[src/verilog/otsc_defs.vh]
// Constants for the output trigger and synchronisation control block.
// Assumes a single 25 MHz clock domain.
`ifndef OTSC_DEFS_VH
`define OTSC_DEFS_VH

// Trigger source codes
`define OTSC_TRIG_SW 2'h0
`define OTSC_TRIG_EXT 2'h1
`define OTSC_TRIG_THR 2'h2

// Synchronisation mode codes
`define OTSC_SYNC_NONE 2'h0
`define OTSC_SYNC_MASTER 2'h1
`define OTSC_SYNC_SLAVE 2'h2

// Channel slot that carries the output read-back
`define OTSC_READBACK_SLOT 3'h7
// Threshold trigger channel
`define OTSC_THR_CHAN 3'h0

// Threshold limits in millivolts
`define OTSC_THR_MIN_MV 16'h00C8
`define OTSC_THR_MAX_MV 16'h2648

// Default sample clock divider
`define OTSC_DIV_DEFAULT 16'h01F4

`endif

[src/verilog/otsc_top.v]
// Output trigger selection, output read-back slot and multi-module sync.
// Assumes all inputs synchronous to clock except the ext trigger and the link trigger and clock.
//
// Behaviour
// A sample for channel slot 7 carries the current output value.
// Software trigger starts output when the host writes start.
// External trigger starts output on a rising edge of its input.
// Threshold trigger starts output when channel 0 rises above it.
// Sync mode is master, slave or none, none at reset with local clock.
// A master drives its trigger and sample clock onto the link.
// A slave takes trigger and clock from the link, ignoring local ones.
// The sync mode holds until the host reprograms it.
// The host arms every slave before starting the master.
// Master and slaves start within one conversion period of each other.
// Stopping the master does not stop a slave.
// Each module programs its own sample rate; a slave ticks on rising edges of the link clock instead of its rateDivider.
// External and link triggers are synchronised before edge detection.
`timescale 1ns/1ns
`include "otsc_defs.vh"

module otsc_top #(
    parameter DATA_W = 24,
    parameter DIV_W = 16
) (
    input wire clock,
    input wire reset,
    // Host configuration
    input wire [1:0] trigSource,
    input wire [1:0] syncModeIn,
    input wire syncModeWrite,
    input wire [15:0] thresholdMv,
    input wire [DIV_W-1:0] rateDivider,
    input wire outStartCmd,
    input wire outStopCmd,
    input wire inStartCmd,
    input wire inStopCmd,
    // Trigger sources
    input wire extTrigger,
    input wire [2:0] sampleChan,
    input wire [15:0] sampleMv,
    input wire sampleValid,
    input wire [DATA_W-1:0] adcData,
    // Output channel value
    input wire [DATA_W-1:0] outValue,
    // Sync link
    input wire linkTrigIn,
    input wire linkClockIn,
    output reg linkTrigOut_r,
    output reg linkClockOut_r,
    output reg linkDriveEn_r,
    // Status and pacing
    output reg [1:0] syncMode_r,
    output reg outRunning_r,
    output reg inRunning_r,
    output reg sampleTick_r,
    output reg [DATA_W-1:0] streamData_r,
    output reg streamValid_r,
    output reg thresholdBad_r
);

// ----------------------------------------
// Synchronisers and edge detection
// ----------------------------------------
reg extMeta_r;
reg extSync_r;
reg extPrev_r;
reg linkTMeta_r;
reg linkTSync_r;
reg linkTPrev_r;
reg linkCMeta_r;
reg linkCSync_r;
reg linkCPrev_r;

always @(posedge clock) begin
    if (reset) begin
        extMeta_r <= 1'b0;
        extSync_r <= 1'b0;
        extPrev_r <= 1'b0;
        linkTMeta_r <= 1'b0;
        linkTSync_r <= 1'b0;
        linkTPrev_r <= 1'b0;
        linkCMeta_r <= 1'b0;
        linkCSync_r <= 1'b0;
        linkCPrev_r <= 1'b0;
    end else begin
        extMeta_r <= extTrigger;
        extSync_r <= extMeta_r;
        extPrev_r <= extSync_r;
        linkTMeta_r <= linkTrigIn;
        linkTSync_r <= linkTMeta_r;
        linkTPrev_r <= linkTSync_r;
        linkCMeta_r <= linkClockIn;
        linkCSync_r <= linkCMeta_r;
        linkCPrev_r <= linkCSync_r;
    end
end

wire extRise = extSync_r & ~extPrev_r;
wire linkTrigRise = linkTSync_r & ~linkTPrev_r;
wire linkClockRise = linkCSync_r & ~linkCPrev_r;

// ----------------------------------------
// Sync mode
// ----------------------------------------
function isLegalMode;
    input [1:0] m;
    begin
        isLegalMode = (m == `OTSC_SYNC_NONE) || (m == `OTSC_SYNC_MASTER)
            || (m == `OTSC_SYNC_SLAVE);
    end
endfunction

always @(posedge clock) begin
    if (reset) begin
        syncMode_r <= `OTSC_SYNC_NONE;
    end else if (syncModeWrite && isLegalMode(syncModeIn)) begin
        syncMode_r <= syncModeIn;
    end
end

wire isSlave = (syncMode_r == `OTSC_SYNC_SLAVE);
wire isMaster = (syncMode_r == `OTSC_SYNC_MASTER);

// ----------------------------------------
// Threshold trigger
// ----------------------------------------
wire thrLegal = (thresholdMv >= `OTSC_THR_MIN_MV) &&
    (thresholdMv <= `OTSC_THR_MAX_MV);
wire chan0Sample = sampleValid && (sampleChan == `OTSC_THR_CHAN);
reg aboveThr_r;
reg thrCross_r;

always @(posedge clock) begin
    if (reset) begin
        aboveThr_r <= 1'b0;
        thrCross_r <= 1'b0;
        thresholdBad_r <= 1'b0;
    end else begin
        thresholdBad_r <= ~thrLegal;
        thrCross_r <= 1'b0;
        if (chan0Sample) begin
            aboveThr_r <= (sampleMv > thresholdMv);
            thrCross_r <= (sampleMv > thresholdMv) & ~aboveThr_r & thrLegal;
        end
    end
end

// ----------------------------------------
// Local trigger selection
// ----------------------------------------
reg localTrig;
reg outArmed_r;

always @* begin
    case (trigSource)
        `OTSC_TRIG_SW: localTrig = outStartCmd;
        `OTSC_TRIG_EXT: localTrig = outArmed_r & extRise;
        `OTSC_TRIG_THR: localTrig = outArmed_r & thrCross_r;
        default: localTrig = 1'b0;
    endcase
end

// Slave ignores local hardware triggers
wire startEvent = isSlave ? (outArmed_r & linkTrigRise) : localTrig;

// ----------------------------------------
// Output run control
// ----------------------------------------
reg outArmed_nxt;
reg outRunning_nxt;

// Stop wins over start
always @* begin
    outArmed_nxt = outArmed_r;
    outRunning_nxt = outRunning_r;
    if (outStopCmd) begin
        outArmed_nxt = 1'b0;
        outRunning_nxt = 1'b0;
    end else if (startEvent) begin
        outArmed_nxt = 1'b0;
        outRunning_nxt = 1'b1;
    end else if (outStartCmd && !outRunning_r) begin
        outArmed_nxt = 1'b1;
    end
end

always @(posedge clock) begin
    if (reset) begin
        outArmed_r <= 1'b0;
        outRunning_r <= 1'b0;
    end else begin
        outArmed_r <= outArmed_nxt;
        outRunning_r <= outRunning_nxt;
    end
end

// ----------------------------------------
// Input run control
// ----------------------------------------
reg inArmed_r;
reg inArmed_nxt;
reg inRunning_nxt;

// Software source decode
function srcIsSw;
    input [1:0] s;
    begin
        srcIsSw = (s == `OTSC_TRIG_SW);
    end
endfunction

wire inTrig = isSlave ? linkTrigRise : localTrig;
// A slave waits for the link even with software source
wire inSwStart = srcIsSw(trigSource) & ~isSlave;

// Stop wins over start
always @* begin
    inArmed_nxt = inArmed_r;
    inRunning_nxt = inRunning_r;
    if (inStopCmd) begin
        inArmed_nxt = 1'b0;
        inRunning_nxt = 1'b0;
    end else if (inArmed_r && (inTrig || inSwStart)) begin
        inArmed_nxt = 1'b0;
        inRunning_nxt = 1'b1;
    end else if (inStartCmd && !inRunning_r) begin
        inArmed_nxt = 1'b1;
    end
end

always @(posedge clock) begin
    if (reset) begin
        inArmed_r <= 1'b0;
        inRunning_r <= 1'b0;
    end else begin
        inArmed_r <= inArmed_nxt;
        inRunning_r <= inRunning_nxt;
    end
end

// ----------------------------------------
// Sample pacing
// ----------------------------------------
reg [DIV_W-1:0] divCount_r;
wire divDone = (divCount_r == {DIV_W{1'b0}});
// Restart the divider on the start so all modules align
wire restartPace = startEvent | (inArmed_r & inTrig);

always @(posedge clock) begin
    if (reset) begin
        divCount_r <= `OTSC_DIV_DEFAULT;
        sampleTick_r <= 1'b0;
    end else begin
        sampleTick_r <= 1'b0;
        if (restartPace) begin
            divCount_r <= rateDivider;
        end else if (divDone) begin
            divCount_r <= rateDivider;
            sampleTick_r <= ~isSlave & (inRunning_r | outRunning_r);
        end else begin
            divCount_r <= divCount_r - {{(DIV_W-1){1'b0}}, 1'b1};
        end
        if (isSlave && linkClockRise) begin
            sampleTick_r <= inRunning_r | outRunning_r;
        end
    end
end

// ----------------------------------------
// Link drive
// ----------------------------------------
always @(posedge clock) begin
    if (reset) begin
        linkTrigOut_r <= 1'b0;
        linkClockOut_r <= 1'b0;
        linkDriveEn_r <= 1'b0;
    end else begin
        linkDriveEn_r <= isMaster;
        linkTrigOut_r <= isMaster & (outRunning_r | inRunning_r |
            localTrig);
        if (isMaster && divDone) begin
            linkClockOut_r <= ~linkClockOut_r;
        end else if (!isMaster) begin
            linkClockOut_r <= 1'b0;
        end
    end
end

// ----------------------------------------
// Input stream with output read-back
// ----------------------------------------
always @(posedge clock) begin
    if (reset) begin
        streamData_r <= {DATA_W{1'b0}};
        streamValid_r <= 1'b0;
    end else begin
        streamValid_r <= sampleValid & inRunning_r;
        if (sampleValid) begin
            if (sampleChan == `OTSC_READBACK_SLOT) begin
                streamData_r <= outValue;
            end else begin
                streamData_r <= adcData;
            end
        end
    end
end

endmodule

[config.mk]
export PLATFORM = sky130hd
export DESIGN_NAME = otsc_top
export DESIGN_NICKNAME = d
export VERILOG_FILES = /design/src/verilog/otsc_top.v
export VERILOG_INCLUDE_DIRS = /design/src /design/src/verilog
export SDC_FILE = /design/constraint.sdc
export NUM_CORES = 1
export LEC_CHECK = 0
export BUFFER_PORTS_ARGS = -buffer_cell sky130_fd_sc_hd__buf_4
export CAP_MARGIN = 20
export CORE_MARGIN = 2
export CORE_UTILIZATION = 49
export CTS_BUF_LIST = sky130_fd_sc_hd__clkbuf_8
export CTS_CLUSTER_SIZE = 25
export DETAILED_ROUTE_END_ITERATION = 10
export PLACE_DENSITY = 0.88
export SETUP_SLACK_MARGIN = 0.15
export SYNTH_ARGS = -nofsm -noshare
export SYNTH_HDL_FRONTEND = slang
export SYNTH_SLANG_ARGS = --single-unit
[constraint.sdc]
create_clock -name clock -period 2.5 [get_ports clock]
set_clock_uncertainty 0.15 [all_clocks]
set_input_delay 0.5 -clock clock [delete_from_list [all_inputs] [get_ports clock]]
set_output_delay 0.5 -clock clock [all_outputs]
set_load 0.05 [all_outputs]
==> results.md <==
* Outcome: finished, final reports clean
* Initial antenna violation count at 0
* Final period util at between 80 and 90%
* Worst slack, placed at approximately 0.024 ns
* Syn Area/Cell at 9.16 um2
* Cell accounting for the most synthesized area: dfxtp_1
* CTS Hold Bufs at 0
* Largest net degree at the start of global routing at 50
* Element type at the critical path start: primary input
* Initial Utilization at between 50% and 60%
* Grt met3 use at under 10%
* DP HPWL at between 6000 and 7000 um
* TritonCTS clock tree: built
* Clock latency on the worst-skew pair at 0.33 ns
* Area grow syn2layout at 41.5%
* GP Congestion at between 0.8 and 0.9
* Yosys reg bits at between 60 and 70
* PD cells at between 500 and 600 nW/um2
* Ranking of synthesized cells by area: dfxtp_1 (39%), ha_1 (8.0%), mux2i_1 (7.6%), a211oi_1 (6.2%), nor2_1 (5.6%)
* Mean number of vias per cell at ~5.4
* # setup viols final at 0
* Placed Instances at around 570
* GR peak layer: met2
* Max reg flops at 24
* Die span in x at ~86 um
* Fin crit period at ~2.2 ns
* Rel. slew slack at 64.2%
* Buffers on Ports at around 150
* Worst endpoint required time at around 2.5 ns
* Worst-Margin Slew at between 0.5 and 0.6 ns
* Seq/Total Area, Yosys at 38.5%
* Fin Setup TNS at 0 ns
* Worst Setup End Kind: flip-flop
* Cts bufs inserted at 9
* Largest fanout on the critical path at 24
* Per-cell routed wire length at 14.6 um
* Final WL at approximately 8500 um
* Synthesis warning total at 0
* Post-synth EDFFs at 0
* Vias after detailed routing at between 3k and 4k
* ANT nets after route at 0
* Crit-path cells: buf_4 > inv_1 > ha_1 > or3b_1 > a211o_1 > o211a_4 > nor3_1 > a31oi_1
* Post-Synthesis Cells at approximately 360
* Hold/Removal Path Class: in -> reg
* Worst Setup Slack, final at between 0.3 and 0.4 ns
* CTS max path bufs at 2
* Post-CTS Setup Inserts at 0
* CTS resizes at 0
* Cell with the most instances after synthesis: dfxtp_1
* Mapped Nets at 492
* Top reg by flops: streamData_r
* Grt met2 use at a little over two fifths
* Slew Limit Fails at 0
* Final Hold Fails at 0
* Mapped Area at between 3000 and 4000 um2
* Maximum vdd drop at between 0.4 and 0.5 mV
* Top_reg_cell synth: dfxtp_1
* Slowest CP cell: o211a_4
* Finished Layout Cells at between 500 and 600
* Core Footprint at around 6400 um2
* Leakage at about 2.2 nW
* DRC at 0
* TritonRoute pass-1 iters at 4
* Crit path buf inv count at 2
* DR iter-0 viols at 87
* Total GRT Usage at 23.8%
* CP Class: in -> reg
* Met1 GRT Util at 26.7%
* CP max stage delay at about 0.37 ns
* Reg clk slew, reported paths at 0.08 ns
* Vias in the first global route at between 3k and 4k
* Data arrival, critical path at approximately 2.2 ns
* Distinct cells, synth at 50
* Share of cells above drive strength 1 at between 30% and 40%
* FMAX at 461 MHz
* CP top delay family: compound AO/OA/AOI/OAI gates
* Top post-synthesis cells by count: dfxtp_1 (63), nor2_1 (49), a211oi_1 (27)
* Regs by FF count: streamData_r x24, divCount_r x16, syncMode_r x2
* ANT cells at 0
* I/O pin count at between 100 and 150
* Die H at 85.7 um
* Max cap viols at 0
* Full die area at between 7000 and 8000 um2
* Root Driver: clkbuf_8
* Clk sinks at between 60 and 70
* RSZ-0062 raised after global routing: false
* GRT overflow at 0
* FP Rows at 29
* Fin nets at 637
* Yosys top cell area share at 38.5%
* Ys async rst share at 0%
* First-pass GRT wire length at approximately 14000 um
* H-tree levels at 3
## placed cells by master, fill, tap and decap left out, types with 5 or more instances in the layout
cell type / instances
buf_4: 150
nor3_1: 17
nand2_1: 8
a211oi_1: 27
mux2i_1: 25
a21oi_1: 11
o21ai_0: 6
dfxtp_1: 63
a211oi_2: 5
inv_1: 22
a31oi_1: 6
xor2_1: 5
nor2b_1: 14
xnor2_1: 8
nor2_1: 49
ha_1: 21
nand3_1: 7
clkbuf_8: 10
## where the power goes
| group | internal (W) | leakage (nW) | switching (W) |
|---|---|---|---|
| clock | 0.000492 | 0.103 | 0.000402 |
| sequential | 0.00106 | 0.518 | 0.0000481 |
| combinational | 0.000263 | 1.60 | 0.000303 |
## cell type report
cell class | count | area [um2]
Clock inverter | 6 | 68.8
Sequential cell | 63 | 1260
Fill cell | 490 | 1760
Tap cell | 77 | 96.3
Clock buffer | 10 | 138
Timing Repair Buffer | 150 | 1130
Multi-Input combinational cell | 255 | 1850
Inverter | 23 | 86.3
## kinds of logic after synthesis
family | share of synthesized area [%]
AOI/OAI and AO/OA | 16.9
and+or+nand+nor | 20.4
adders and majority gates | 8.03
buffers and inverters | 5.01
DFF | 38.5
muxes | 7.65
xor gates and xnor gates | 3.48
## worst paths after layout
check,start,to,slack (ns),cells past startpoint
max reg2reg,divCount_r[0],divCount_r[4],0.41,7
max,trigSource[0],divCount_r[4],0.33,8
min,inStopCmd,inArmed_r,0.19,2
min reg2reg,extMeta_r,extSync_r,0.29,1
## worst register-to-register path, cell delays in order (launching register included)
cell and delay, ns:
dfxtp_1 0.35, inv_1 0.11, ha_1 0.15, nor4b_1 0.34, nand4_2 0.25, o211a_4 0.33, nor3_1 0.20, a31oi_1 0.09
## layer usage
layer  up-vias  share of wire, %
li1       1583                 -
met2       127                51
met4         0               2.6
met5         -                 0
met1      1413                40
met3        21               6.7
## through the flow
| stage | hold WS (ns) | utilization, % | instance area [um2] | total power, W |
|---|---|---|---|---|
| final | 0.191 | 72.5 | 4630 | 0.00257 |
| after global routing | 0.177 | 72.5 | 4630 | 0.00269 |
| after CTS | 0.177 | 72.4 | 4620 | 0.00259 |
| after detailed placement | 0.279 | 69.2 | 4420 | 0.00170 |
| after global placement | 0.268 | 69.2 | 4420 | 0.00168 |
| after floorplan | 0.264 | - | 3270 | 0.00145 |
(Power assumes the default switching activity.)
